## config.mk

```make
export PLATFORM = sky130hd
export DESIGN_NAME = hps_top
export DESIGN_NICKNAME = d
export VERILOG_FILES = /design/src/design/hps_pkg.sv /design/src/design/hps_top.sv
export VERILOG_INCLUDE_DIRS = /design/src /design/src/design
export SDC_FILE = /design/constraint.sdc
export NUM_CORES = 1
export LEC_CHECK = 0
export BUFFER_PORTS_ARGS = -buffer_cell sky130_fd_sc_hd__clkbuf_2
export CAP_MARGIN = 20
export CORE_AREA = 2 2 88 56
export CTS_CLUSTER_DIAMETER = 120
export DETAILED_ROUTE_END_ITERATION = 8
export DIE_AREA = 0 0 90 58
export HOLD_SLACK_MARGIN = 0.02
export PLACE_DENSITY = 0.52
export SLEW_MARGIN = 20
export SYNTH_ARGS = -nofsm -noshare
export SYNTH_HDL_FRONTEND = slang
export SYNTH_SLANG_ARGS = --single-unit
```

## constraint.sdc

```tcl
create_clock -name mclk -period 1.1 [get_ports mclk]
set_input_delay 0.22 -clock mclk [delete_from_list [all_inputs] [get_ports mclk]]
set_output_delay 0.22 -clock mclk [all_outputs]
set_load 0.01 [all_outputs]
```

## src/design/hps_cfg.svh

```systemverilog
// constants and reset values for the host port and status pin block
`ifndef HPS_CFG_SVH
`define HPS_CFG_SVH

`define HPS_SYN_W 7
`define HPS_SYN_SEL 0
`define HPS_SYN_SCLK 1
`define HPS_SYN_CSN 2
`define HPS_SYN_SDIO 3
`define HPS_SYN_AHI 4
`define HPS_SYN_ODIS 5
`define HPS_SYN_RST 6
`define HPS_SYN_RST_VAL 7'h00

`define HPS_STAT_W 5
`define HPS_STAT_UNLOCK 0
`define HPS_STAT_REF0 1
`define HPS_STAT_XTAL 4
`define HPS_STAT_RST_VAL 5'h01

`define HPS_SPI3_RST_VAL 1'b0
`define HPS_ADDR_RST_VAL 2'h0

`endif

```

## src/design/hps_pkg.sv

```systemverilog
// types shared by the host port and status pin block
`include "hps_cfg.svh"
package hps_pkg;

  typedef enum logic [1:0] {
    HPS_I2C = 2'b00,
    HPS_SPI3 = 2'b01,
    HPS_SPI4 = 2'b11
  } hps_mode_t;

  typedef struct packed {
    logic [`HPS_SYN_W-1:0] sync1;
    logic [`HPS_SYN_W-1:0] sync2;
    logic sclk_d;
    hps_mode_t mode;
    logic spi3;
    logic [1:0] addr;
    logic rx_bit;
    logic rx_stb;
    logic tx_bit;
    logic tx_drv;
    logic [`HPS_STAT_W-1:0] stat;
    logic irq;
    logic clk_en;
  } hps_state_t;

  localparam hps_state_t HPS_ST_RST = '{
    sync1: `HPS_SYN_RST_VAL,
    sync2: `HPS_SYN_RST_VAL,
    sclk_d: 1'b0,
    mode: HPS_I2C,
    spi3: `HPS_SPI3_RST_VAL,
    addr: `HPS_ADDR_RST_VAL,
    rx_bit: 1'b0,
    rx_stb: 1'b0,
    tx_bit: 1'b0,
    tx_drv: 1'b0,
    stat: `HPS_STAT_RST_VAL,
    irq: 1'b0,
    clk_en: 1'b0
  };

endpackage

```

## src/design/hps_top.sv

```systemverilog
// pin level host port mux, reset, output enable and status pins
`timescale 1ns/100ps
`default_nettype none
`include "hps_cfg.svh"
module hps_top (
  input wire logic mclk,
  input wire logic rst_n,
  // pins from the host
  input wire logic i2c_select,
  input wire logic sclk,
  input wire logic addr_lo_or_select_n,
  input wire logic sdio_i,
  output logic sdio_o,
  output logic sdio_oe,
  input wire logic addr_hi_or_spi_out_i,
  output logic addr_hi_or_spi_out_o,
  output logic addr_hi_or_spi_out_oe,
  input wire logic device_reset_n,
  input wire logic outputs_disable,
  // core side, same clock
  input wire logic cfg_wr,
  input wire logic cfg_spi_3wire,
  input wire logic tx_en,
  input wire logic tx_data,
  output logic rx_bit,
  output logic rx_stb,
  output logic host_is_i2c,
  output logic [1:0] i2c_addr_pins,
  output logic core_reset,
  input wire logic pll_locked,
  input wire logic [2:0] ref_lost,
  input wire logic xtal_lost,
  input wire logic irq_clear,
  // status and clock control pins
  output logic status_change_irq_n,
  output logic pll_locked_flag,
  output logic ref0_missing_n,
  output logic ref1_missing_n,
  output logic ref2_missing_n,
  output logic xtal_missing_n,
  output logic clk_out_en
);

  hps_pkg::hps_state_t st_r;
  hps_pkg::hps_state_t st_nxt;
  logic dev_rst;
  logic sclk_rise;
  logic sclk_fall;
  logic cs_act;
  logic [`HPS_STAT_W-1:0] stat_in;
  logic stat_chg;

  assign dev_rst = ~st_r.sync2[`HPS_SYN_RST];
  assign sclk_rise = st_r.sync2[`HPS_SYN_SCLK] & ~st_r.sclk_d;
  assign sclk_fall = ~st_r.sync2[`HPS_SYN_SCLK] & st_r.sclk_d;
  // select pin is an active-low chip select only in SPI modes
  assign cs_act = (st_r.mode != hps_pkg::HPS_I2C) & ~st_r.sync2[`HPS_SYN_CSN];
  assign stat_in = {xtal_lost, ref_lost, ~pll_locked};
  assign stat_chg = stat_in != st_r.stat;

  always_comb begin
    st_nxt = st_r;
    // every pin passes two flops before use
    st_nxt.sync1 = {device_reset_n, outputs_disable, addr_hi_or_spi_out_i, sdio_i,
                    addr_lo_or_select_n, sclk, i2c_select};
    st_nxt.sync2 = st_r.sync1;
    st_nxt.sclk_d = st_r.sync2[`HPS_SYN_SCLK];
    if (st_r.sync2[`HPS_SYN_SEL]) begin
      st_nxt.mode = hps_pkg::HPS_I2C;
    end else if (st_r.spi3) begin
      st_nxt.mode = hps_pkg::HPS_SPI3;
    end else begin
      st_nxt.mode = hps_pkg::HPS_SPI4;
    end
    if (cfg_wr) begin
      st_nxt.spi3 = cfg_spi_3wire;
    end
    if (st_r.mode == hps_pkg::HPS_I2C) begin
      // both shared pins are address straps in I2C mode
      st_nxt.addr = {st_r.sync2[`HPS_SYN_AHI], st_r.sync2[`HPS_SYN_CSN]};
    end
    st_nxt.rx_stb = 1'b0;
    if (sclk_rise && (st_r.mode == hps_pkg::HPS_I2C || cs_act)) begin
      st_nxt.rx_bit = st_r.sync2[`HPS_SYN_SDIO];
      st_nxt.rx_stb = 1'b1;
    end
    // launch outgoing data on the falling serial clock edge
    if (sclk_fall) begin
      st_nxt.tx_bit = tx_data;
      st_nxt.tx_drv = tx_en;
    end
    if (st_r.mode != hps_pkg::HPS_I2C && !cs_act) begin
      st_nxt.tx_drv = 1'b0;
    end
    st_nxt.stat = stat_in;
    // sticky: a new change wins over a clear in the same cycle
    if (stat_chg) begin
      st_nxt.irq = 1'b1;
    end else if (irq_clear) begin
      st_nxt.irq = 1'b0;
    end
    st_nxt.clk_en = ~st_r.sync2[`HPS_SYN_ODIS];
    if (dev_rst) begin
      // reset pin: everything but the synchronisers and the serial clock delay flop goes to defaults
      st_nxt = hps_pkg::HPS_ST_RST;
      st_nxt.sync1 = {device_reset_n, outputs_disable, addr_hi_or_spi_out_i, sdio_i,
                      addr_lo_or_select_n, sclk, i2c_select};
      st_nxt.sync2 = st_r.sync1;
      // keep tracking the serial clock so leaving reset shows no false edge
      st_nxt.sclk_d = st_r.sync2[`HPS_SYN_SCLK];
    end
  end

  always_ff @(posedge mclk or negedge rst_n) begin
    if (!rst_n) begin
      st_r <= hps_pkg::HPS_ST_RST;
    end else begin
      st_r <= st_nxt;
    end
  end

  // data pin: open drain in I2C, driven in 3-wire, input only in 4-wire
  always_comb begin
    sdio_o = 1'b0;
    sdio_oe = 1'b0;
    addr_hi_or_spi_out_o = 1'b0;
    addr_hi_or_spi_out_oe = 1'b0;
    unique case (st_r.mode)
      hps_pkg::HPS_I2C: begin
        sdio_oe = st_r.tx_drv & ~st_r.tx_bit;
      end
      hps_pkg::HPS_SPI3: begin
        sdio_o = st_r.tx_bit;
        sdio_oe = st_r.tx_drv;
      end
      hps_pkg::HPS_SPI4: begin
        addr_hi_or_spi_out_o = st_r.tx_bit;
        addr_hi_or_spi_out_oe = st_r.tx_drv;
      end
      default: begin
        sdio_oe = 1'b0;
      end
    endcase
  end

  assign rx_bit = st_r.rx_bit;
  assign rx_stb = st_r.rx_stb;
  assign host_is_i2c = st_r.mode == hps_pkg::HPS_I2C;
  assign i2c_addr_pins = st_r.addr;
  assign core_reset = dev_rst;
  assign status_change_irq_n = ~st_r.irq;
  assign pll_locked_flag = ~st_r.stat[`HPS_STAT_UNLOCK];
  assign ref0_missing_n = ~st_r.stat[`HPS_STAT_REF0];
  assign ref1_missing_n = ~st_r.stat[`HPS_STAT_REF0+1];
  assign ref2_missing_n = ~st_r.stat[`HPS_STAT_REF0+2];
  assign xtal_missing_n = ~st_r.stat[`HPS_STAT_XTAL];
  assign clk_out_en = st_r.clk_en;
endmodule
`default_nettype wire

```

# After elaboration in Yosys (flattened, before gate mapping)
# Index checks and enable logic that the tools add are counted.
# totals
register_bits	31
wordCells	59
in_bits	19
output_inout_bits	17
# op_classes
muxes	14
bitwise_logic	17
n_reduce_logical	6
n_eq_ne	9
# op_table
operator	n
$mux 16	1
$not 1->1	13
$mux 2	5
$mux 1	7
$ne 5x5->1	1
$and 1x1->1	4
$ne 2x1->1 const B	2
$ne 2x2->1 const B	2
$ne 3x1->1 const B	1
$ne 3x2->1 const B	1
$eq 2x1->1 const B	1
$eq 2x2->1 const B	1
$logic_and 1x1->1	2
$logic_not 2->1	1
$pmux 1 s2	1
$reduce_bool 2->1	1
$logic_not 1->1	1
$logic_or 1x1->1	1

# Longest topological paths before layout
# Gate-level depths: netlist (run 1).
# depth
ltp_word	6
depth_mapped	3
depth_no_buf	3

# Worst setup path before layout (run 1)
# OpenSTA, ideal clock, no wires.
# synth_path
kind	register -> register
start	reg st_r[15] in the netlist's numbering
end	reg st_r, in the netlist rx_bit
stages_incl_launch_ff	4
synth_period_minus_slack_ns	1.176
t_arrival_ns	1.096
required_ns	1.020
setup_slack_ns	-0.076
setup_ns	0.080
n_path_buf	0
cell_sequence	dfrtp_1 o21a_1 or3b_1 a21oi_1
# synth_between
elab_chain_len	5
elab_cells_between_ends	6
cone_classes	eq/ne (1); bitwise (1); reduce/logical (4)
# synth_rtl
element	line	rtl
start: declaration	hps_top.sv:44	hps_pkg::hps_state_t st_r;
start signal: assignment	hps_top.sv:116	st_r <= hps_pkg::HPS_ST_RST;
start signal: assignment	hps_top.sv:118	st_r <= st_nxt;
$reduce_bool 2->1	hps_top.sv:57	assign cs_act = (st_r.mode != hps_pkg::HPS_I2C) & ~st_r.sync2[`HPS_SYN_CSN];
$and 1x1->1	hps_top.sv:57	
$logic_or 1x1->1 *	hps_top.sv:83	if (sclk_rise && (st_r.mode == hps_pkg::HPS_I2C || cs_act)) begin
$logic_and 1x1->1 *	hps_top.sv:83	
$ne 2x1->1 (no line) *	n/a	
# Every way passes the cells marked *; elsewhere a longest branch is shown, timed or not.
# A chain may end at the register's enable or synchronous reset.

# Worst setup path after layout (run 1)
# layout_path
start	reg st_r[15] in the netlist's numbering
end	out sdio_oe
# layout_between
elab_chain_len	2
elab_cells_between_ends	3
cone_classes	eq/ne (1); mux (1); reduce/logical (1)
# layout_rtl
element	line	rtl
$eq 2x1->1 or $logic_not 2->1 (tied branches)	hps_top.sv:128	unique case (st_r.mode)
$pmux 1 s2 *	hps_top.sv:128	
end: declaration	hps_top.sv:14	output logic sdio_oe,
# Marks and branches as above.

==> results.md, run 1 <==
* Synth-to-Final Area Change at 45.54%
* Worst R2R Start: st_r[15]
* P_leak at between 0.7 and 0.8 nW
* Critical path class: flip-flop to output pin
* Slew @ Worst Pin at around 0.35 ns
* DR iter-0 viols at 27
* Max VDD drop at between 600 and 700 uV
* F_max at 0.7434 GHz
* CTS Buf Count at 5
* Initial Util at 24.42%
* DP HPWL at 1.595 mm
* Proportion of synthesized area in mux cells at 2.781%
* Synth cell types at 21
* Clk buf depth at 2
* Total of max-cap violations at 0
* R2r worst-path depth at 3
* Final setup skew at roughly 0.0043 ns
* Post-Synth Simple-Gate Area at 12.40%
* Outcome: finished with violations
* Worst-skew pair later-pin latency at 0.28 ns
* Fin area at 1572 sq um
* Routed wire length per instance at between 10 and 15 microns
* Gr usage total at a little under a tenth
* Crit path time final at 1.345 ns
* Core ar. at ~4400 sq um
* Routed vias at about 760
* GRT overflow at 0
* Crit start category: flip-flop
* Pwr/cell area at 1540 nW/um^2
* # IOs at 36
* Worst hold stages at 1
* Arr. time, crit path at 1.13 ns
* First-pass GRT wire length at 3.663 mm
* Post-route ant nets at 0
* Min-delay src: device_reset_n
* Fin crit share at 122.3%
* Dpl cell area at 1395 sq um
* Share of cells above drive strength 1 at 46.67%
* Final Hold Fails at 0
* Crit Path Max Fanout at 7
* Reg-to-reg slack, setup at -0.06 ns
* Largest family of logic cells by synthesized area: simple AND/OR/NAND/NOR gates
* Combined area of all synthesized cells at 1080 sq um
* Number of global-route vias before repair at approximately 800
* Synthesis warning total at 0
* Post-synth net total at 102
* Clk root buf: clkbuf_8
* Die W at 90 microns
* Worst Setup End Kind: output pin
* Layout fillers at between 400 and 500
* Adder-cell share of the synthesized area at 0%
* HP Class: input port to flip-flop
* TNS Setup at -1.214 ns
* Worst hold margin at 0.04448 ns
* Initial antenna violation count at 0
* Syn Area/Cell at roughly 13 sq um
* XOR/XNOR Fraction of Synth Area at a little over 4%
* FP Rows at 19
* Slew Viols, Final at 0
* Port Buffers at 35
* Post-synthesis compound-gate area fraction at between 4 and 5%
* Register bit total from synthesis at 31
* Worst Path Required at 0.88 ns
* Endpoints failing setup at 8
* Antenna cell count at 0
* Failing checks: negative setup slack
* Largest net degree at the start of global routing at 21
* H-tree lvl count at 2
* Unrepaired setup endpoints after global routing: true
* Reg clk slew, reported paths at approximately 0.060 ns
* Max transition margin at 76.78%
* Routability congestion estimate at 0.7056
* Die area at 5220 sq um
* CTS tree: yes
* Reg2reg end: rx_bit
* DRC viols at 0
* Mapped Cells at 83
* Worst Hold End: st_r[30]
* Sequential cell area fraction in the yosys report at 71.96%
* Post-layout nets at 153
* Drt via density at between 3 and 4
* Die height at 58 microns
* Clock sink total at 31
* Routed wire length at ~2.2 mm
* Drt pass-1 iters at 2
* Setup ws final at -0.2451 ns
## layout by cell type (no fill, tap or decap)
master         Yosys  routed
mux2i_1            3       3
buf_12             0       1
nor3b_2            0       1
buf_4              2       7
dlygate4sd3_1      0       1
nor3_1             3       3
buf_6              0       5
nand2_1            4       4
xnor2_1            4       4
nand4_1            1       1
nor2b_4            0       1
clkbuf_8           0       7
clkbuf_2           0      26
clkbuf_1           1       1
o21a_1             2       2
and2_1             4       4
inv_1              7       6
inv_2              0       1
dfrtp_1           30      30
o21ai_0            4       3
xor2_1             1       1
nor2b_2            0       1
nor2_2             0       2
a21oi_2            0       1
and3_4             0       1
nand2b_1           1       1
or3b_1             1       1
and3_2             2       1
o21ai_1            0       1
nor2_1             6       4
a21oi_1            3       2
dfstp_2            1       1
buf_2              0       7
## sequential cells by signal (all words and copies together) (netlist names)
| signal | flops |
|---|---|
| clk_out_en | 1 |
| i2c_addr_pins | 2 |
| rx_bit | 1 |
| rx_stb | 1 |
| st_r | 26 |
## what timing repair did
item / CTS / global route
endpoints found under the hold margin: 10 / 0
buffers inserted: 2 / 0
hold buffers: 1 / 0
endpoints found under the setup margin: 7 / 15
pin swaps: 2 / 5
gates resized for setup: 9 / 15
## routing by layer
layer / GRT usage [%] / part of all wire [%]
met5: 0 / 0
met4: 7.253 / 2.9
met3: 3.901 / 5.2
met2: 14.29 / 47
met1: 11.06 / 45
## synthesized netlist by cell type (all sizes together)
| cell type | n | area share, % |
|---|---|---|
| dfrtp | 30 | 70 |
| inv | 7 | 2.4 |
| nor2 | 6 | 2.1 |
| and2 | 4 | 2.3 |
| nand2 | 4 | 1.4 |
| o21ai | 4 | 1.9 |
| xnor2 | 4 | 3.2 |
| a21oi | 3 | 1.4 |
| mux2i | 3 | 2.8 |
| nor3 | 3 | 1.4 |
| and3 | 2 | 1.4 |
| buf | 2 | 1.4 |
| nor2b | 2 | 1.2 |
| o21a | 2 | 1.4 |
| clkbuf | 1 | 0.35 |
| dfstp | 1 | 2.4 |
| nand2b | 1 | 0.58 |
| nand4 | 1 | 0.58 |
| nor3b | 1 | 0.70 |
| or3b | 1 | 0.81 |
| xor2 | 1 | 0.81 |
## power by group
group	total (mW)	internal (mW)	leakage (nW)	switching, mW
Clock	0.954	0.570	0.0515	0.384
Sequential	1.23	1.20	0.382	0.0275
Combinational	0.239	0.121	0.339	0.117
Total	2.42	1.89	0.772	0.529
## critical path, stage by stage, from the launching register on
cell	delay [ns]
dfrtp_1	0.39
buf_6	0.14
nor3b_2	0.16
buf_2	0.15
## layout make-up
| cell class | instances | area (sq um) | area share (%) |
|---|---|---|---|
| Clock buffer | 8 | 100.1 | 6.369 |
| Inverter | 7 | 26.28 | 1.672 |
| Multi-Input combinational cell | 42 | 285.3 | 18.15 |
| Sequential cell | 31 | 777.0 | 49.44 |
| Tap cell | 63 | 78.83 | 5.016 |
| Timing Repair Buffer | 47 | 304.0 | 19.35 |
## metrics by stage
stage	instances	power, mW	util (%)	worst slack, ns
3_5_place_dp	187	1.469	31.55	-0.04462
4_1_cts	198	2.458	35.03	-0.2555
2_1_floorplan	83	1.335	-	-0.06973
5_1_grt	198	2.533	35.54	-0.2767
6_report	198	2.421	35.54	-0.2451
3_3_place_gp	187	1.459	31.55	0.002300
## worst max path at each step
stage	slack [ns]	end	start	cells after the start
floorplan	-0.07	rx_bit	st_r[14]	3
global placement	0.002	rx_bit	st_r[14]	3
detailed placement	-0.04	rx_bit	st_r[14]	3
CTS	-0.26	sdio_oe	st_r[8]	3
global route	-0.28	sdio_oe	st_r[15]	3
finish	-0.25	sdio_oe	st_r[15]	3
## kinds of logic (layout without fill, tap and decap cells)
kind of cell	count (synthesis)	count (layout)
buf+inv	10	62
compound gates	9	9
simple gates	25	25
flops	31	31
xor+xnor	5	5
mux	3	3
No activity file was read; power rests on OpenSTA's default activity.
==> inputs of run 2 (changes only) <==
ABC_AREA = 1   (was unset)
CORE_AREA = 2 2 92 59   (was 2 2 88 56)
DIE_AREA = 0 0 94 61   (was 0 0 90 58)
PLACE_DENSITY = 0.51   (was 0.52)
SLEW_MARGIN = 10   (was 20)
==> run 2 against run 1 <==
  * Register-to-register slack gained 0.08 ns
  * Final area grew 4.7%
  * Largest cell class unchanged
  * Final cell count up 14%
  * Sequential share of layout area down 2.1 points
  * Die area is 9.8% higher
  * The run still ends with negative setup slack left
  * Utilization shrank 1.8 points
==> results.md, run 2 <==
* Unrepaired setup endpoints after global routing: true
* Number of global-route vias before repair at approximately 800
* Critical path class: flip-flop to output pin
* Routability congestion estimate at 0.7388
* Top post-synthesis cells by count: dfrtp_1, nand2_1, inv_1
* XOR/XNOR Fraction of Synth Area at less than 1%
* Reg-to-reg slack, setup at ~0.020 ns
* H-tree lvl count at 2
* Pwr/cell area at ~1500 nW/um^2
* Largest family of logic cells by synthesized area: simple AND/OR/NAND/NOR gates
* Worst hold stages at 1
* Die W at ~94 microns
* Crit start category: flip-flop
* Synth-to-Final Area Change at 39.89%
* Failing checks: negative setup slack
* Initial Util at 24.10%
* Largest delay share family, worst path: flip-flops
* Clock sink total at 31
* Synthesis warning total at 0
* Primary FF master, synth: dfrtp_1
* CP bufs+invs at 1
* Post-layout nets at approximately 180
* F_max at 0.7956 GHz
* Area fraction of the dominant cell type after synthesis at around 64%
* Post-synth net total at between 100 and 150
* Final core occ at between 30% and 40%
* Fin crit share at 114.3%
* HP Class: input port to flip-flop
* Register bit total from synthesis at 31
* P_leak at 0.8786 nW
* Gr busiest metal: met2
* Grt met2 use at roughly an eighth
* Min-delay src: sclk
* Clk root buf: clkbuf_8
* Cells along the critical path: a211oi_2 > buf_2
* Total of max-cap violations at 0
* Worst R2R Start: st_r[15]
* Post-synthesis compound-gate area fraction at 3.191%
* Clk buf depth at 2
* Met3 usage at 3.975%
* DR iter-0 viols at 26
* Worst Hold End: st_r[25]
* Count leader, synth: dfrtp_1
* Met1 usage at a little under an eighth
* Mapped Cells at approximately 110
* R2r worst-path depth at 8
* Antenna cell count at 0
* Die area at ~5700 sq um
* Commonest non-fill, non-tap cell in the layout: dfrtp_1
* Sequential cell area fraction in the yosys report at 66.06%
* Area contributors post-synth: dfrtp_1, nand2_1, inv_1
* Synth cell types at 20
* Setup ws final at -0.1569 ns
* # IOs at 36
* Routed wire length at 2.177 mm
* Max transition margin at 89.47%
* Post-synth EDFFs at 0
* Gr usage total at 8.735%
* Post-Synth Simple-Gate Area at 19.57%
* CTS Buf Count at 5
* TNS Setup at -0.7655 ns
* Arr. time, crit path at 1.04 ns
* Reg clk slew, reported paths at 0.06 ns
* Most flops, register: st_r
* Commonest non-fill, non-tap cells in the layout: dfrtp_1, clkbuf_2, nand2_1, inv_1, inv_2
* Crit Path Max Fanout at 2
* GRT overflow at 0
* Adder-cell share of the synthesized area at 0%
* DRC viols at 0
* Routed vias at 810
* Outcome: finished with violations
* Post-synth top area cell: dfrtp_1
* Syn Area/Cell at between 10 and 15 sq um
* Slew @ Worst Pin at approximately 0.16 ns
* Proportion of synthesized area in mux cells at 0%
* Largest register FFs at 26
* Routed wire length per instance at 9.676 microns
* Post-route ant nets at 0
* Worst Setup End Kind: output pin
* Drt pass-1 iters at 4
* CTS tree: yes
* First-pass GRT wire length at 3.643 mm
* CP peak stage delay at 0.40 ns
* Combined area of all synthesized cells at 1176 sq um
* Endpoints failing setup at 6
* Share of cells above drive strength 1 at 48.43%
* Final Hold Fails at 0
* Worst-skew pair later-pin latency at 0.28 ns
* Die height at 61 microns
* Max VDD drop at 527.5 uV
* Initial antenna violation count at 0
* Largest net degree at the start of global routing at 32
* Core ar. at about 4900 sq um
* Reg2reg end: rx_bit
* Port Buffers at 35
* Drt via density at 3.600
* Final setup skew at approximately 0.0050 ns
* Ys async rst share at between 90% and 100%
* Crit path time final at 1.257 ns
* FP Rows at 20
* Worst Path Required at 0.88 ns
* DP HPWL at 1.525 mm
* Slew Viols, Final at 0
* Slowest cell on crit path: dfrtp_1
## run 2: cell count changes after synthesis, moves of 3 or more
cell and change:
mux2i_1 -3, xnor2_1 -4, inv_1 +9, and2_1 -4, o21ai_0 -4, inv_2 +5, nand2_4 +3, nand3_1 +3
nand2_1 +21
## run 2: cell type report
type                    instances  area, sq um
multi-input cells              54        301.5
repair buffers                 44        296.5
clock buffers                   6        82.58
inverters                      23        98.84
flip-flops and latches         31        778.2
well taps                      66        82.58
clock inverters                 1        5.005
fillers                       501         3234
## run 2: through the flow
stage	cells	power, mW	hold WS, ns	instance area (sq um)	setup WS [ns]
after CTS	222	2.416	0.03528	1585	-0.1788
after detailed placement	211	1.500	0.1937	1441	0.09310
after global routing	225	2.530	0.03822	1645	-0.2163
after global placement	211	1.497	0.1887	1441	0.1107
final	225	2.415	0.04413	1645	-0.1569
after floorplan	111	1.382	-0.07559	1176	0.1405
## run 2: worst max-delay path by stage
stage / startpoint / to / slack [ns] / cells past startpoint
floorplan: st_r[14] / sdio_oe / 0.14 / 2
global placement: st_r[14] / sdio_oe / 0.11 / 3
detailed placement: st_r[14] / sdio_oe / 0.09 / 3
CTS: st_r[7] / sdio_oe / -0.18 / 3
global route: st_r[15] / addr_hi_or_spi_out_o / -0.22 / 3
finish: st_r[8] / sdio_oe / -0.16 / 2
## run 2: timing repair
action | 4_1_cts | 5_1_grt
setup buffers | 3 | 3
pin swaps | 5 | 2
gates resized for setup | 9 | 20
gates cloned | 0 | 0
endpoints found under the setup margin | 7 | 13
hold buffers | 1 | 0
hold endpoints to repair | 30 | 0
## run 2: report_power, final
| group | switching (mW) | internal, mW | leakage [nW] |
|---|---|---|---|
| Clock | 0.395 | 0.490 | 0.0470 |
| Sequential | 0.0362 | 1.20 | 0.379 |
| Combinational | 0.153 | 0.136 | 0.452 |
## run 2: per-layer routing
| metal | vias to the layer above | wire (microns) |
|---|---|---|
| li1 | 424 | - |
| met1 | 365 | 1093 |
| met4 | 0 | 0 |
| met3 | 0 | 147 |
| met2 | 21 | 936 |
| met5 | - | 0 |
## run 2: kinds of logic after synthesis
family / Yosys count
simple gates: 46
compound gates: 7
buf+inv: 26
flops: 31
xor+xnor: 1
==> inputs of run 3 (changes only) <==
PLACE_DENSITY = 0.5   (was 0.51)
clock period = 1.2 ns   (was 1.1 ns; I/O delays follow)
==> run 3 against run 2 <==
  * The flow still finishes with violations (negative setup slack)
  * Largest power group unchanged
  * Clock skew shrank 0.0017 ns
  * Clock-buffer cell count grew 1
  * Final area shrank 3.2%
==> results.md, run 3 (same netlist as run 2, synthesis figures left out) <==
* HP Class: input port to flip-flop
* Synth-to-Final Area Change at 35.43%
* Largest register FFs at 26
* Clock sink total at 31
* Placed Cells at 211
* Routed wire length at approximately 2.1 mm
* Gr usage total at 8.871%
* Post-route ant nets at 0
* Slew @ Worst Pin at 0.2395 ns
* CTS Buf Count at 5
* Slew Viols, Final at 0
* FP Rows at 20
* Min-delay src: sclk
* Worst-skew pair later-pin latency at 0.27 ns
* Reg2reg end: rx_bit
* Drt pass-1 iters at 4
* CP peak stage delay at 0.41 ns
* Final core occ at 32.64%
* First-pass GRT wire length at ~3.7 mm
* Tot Pwr at approximately 2.1 mW
* Max VDD drop at 538.6 uV
* Die area at 5734 sq um
* CTS tree: yes
* Outcome: finished with violations
* Slowest cell on crit path: dfrtp_1
* Max transition margin at 84.03%
* P_leak at about 0.86 nW
* GRT overflow at 0
* Unrepaired setup endpoints after global routing: true
* Post-layout nets at 177
* Crit path time final at 1.277 ns
* Most flops, register: st_r
* Final setup skew at 0.003280 ns
* R2r worst-path depth at 8
* TNS Setup at -0.3001 ns
* Clk root buf: clkbuf_8
* Largest delay share family, worst path: flip-flops
* Port Buffers at 35
* Share of cells above drive strength 1 at about 44%
* Drt via density at roughly 3.5
* Die height at 61 microns
* DR iter-0 viols at 31
* Worst Path Required at roughly 0.96 ns
* Initial antenna violation count at 0
* Worst hold margin at about 0.074 ns
* Fin area at 1593 sq um
* Crit Path Max Fanout at 3
* Critical path class: flip-flop to output pin
* Initial Util at 24.10%
* Number of global-route vias before repair at 833
* F_max at 0.7829 GHz
* Failing checks: negative setup slack
* DP Worst Slack at around 0.17 ns
* Routability congestion estimate at 0.6943
* Worst Setup End Kind: output pin
* CP bufs+invs at 1
* # IOs at 36
* Reg-to-reg slack, setup at 0.11 ns
* Total of max-cap violations at 0
* Final Hold Fails at 0
* Dpl cell area at 1441 sq um
* Total stage count of the critical path at 2
* Routed wire length per instance at 9.484 microns
* Worst hold stages at 1
* Fin crit share at 106.4%
* Clk buf depth at 2
* Pwr/cell area at ~1300 nW/um^2
* DP HPWL at ~1.6 mm
* H-tree lvl count at 2
* Endpoints failing setup at 5
* Core ar. at 4880 sq um
* Die W at 94 microns
* Largest net degree at the start of global routing at 24
* Worst Hold End: st_r[25]
* Routed vias at 793
* Reg clk slew, reported paths at 0.06 ns
* Non-Filler Instances at 225
* DRC viols at 0
* Worst R2R Start: st_r[15]
* Cells along the critical path: nor3_1 > buf_2
* Setup ws final at -0.07733 ns
* Crit start category: flip-flop
* Commonest non-fill, non-tap cells in the layout: dfrtp_1, clkbuf_2, nand2_1, inv_1, inv_2
* Arr. time, crit path at between 1 and 1.5 ns
* Antenna cell count at 0
==> run 3: changes by cell type in the layout (fill, tap and decap cells not counted), sizes merged <==
cell,change
buf,-5
clkbuf,+5
==> run 3: area by class of cell <==
cell class,instances,area (sq um)
multi-input combinational,54,291.5
timing repair buffer,43,262.8
clock buffer,7,76.32
clock inverter,1,5.005
fill,510,3287
inverter,23,96.34
sequential,31,778.2
tap,66,82.58
==> run 3: per-layer routing <==
layer | GRT usage, % | vias to the layer above | part of all wire, %
met5 | 0 | - | 0
met4 | 4.348 | 0 | 0.89
met3 | 3.727 | 2 | 5.7
met2 | 12.55 | 20 | 40
met1 | 11.81 | 351 | 53
li1 | - | 420 | -
==> run 3: timing repair <==
item                                    in CTS  in global routing
pin swaps                                    3                  1
buffers inserted                             2                  3
endpoints found under the setup margin       7                  7
gates resized for setup                      7                  8
hold endpoints to repair                     8                  0
hold buffers                                 1                  0
==> run 3: worst max path at each step <==
stage,start,to,slack (ns)
2_1_floorplan,st_r[14],sdio_oe,0.22
3_3_place_gp,st_r[15],sdio_oe,0.19
3_5_place_dp,st_r[15],addr_hi_or_spi_out_oe,0.17
4_1_cts,st_r[15],addr_hi_or_spi_out_o,-0.1
5_1_grt,st_r[8],sdio_o,-0.16
6_report,st_r[15],sdio_o,-0.08
==> run 3: power by group <==
group          leakage [nW]  switching (mW)  internal [mW]
combinational         0.438           0.133          0.110
sequential            0.379          0.0332           1.10
clock                0.0422           0.343          0.406
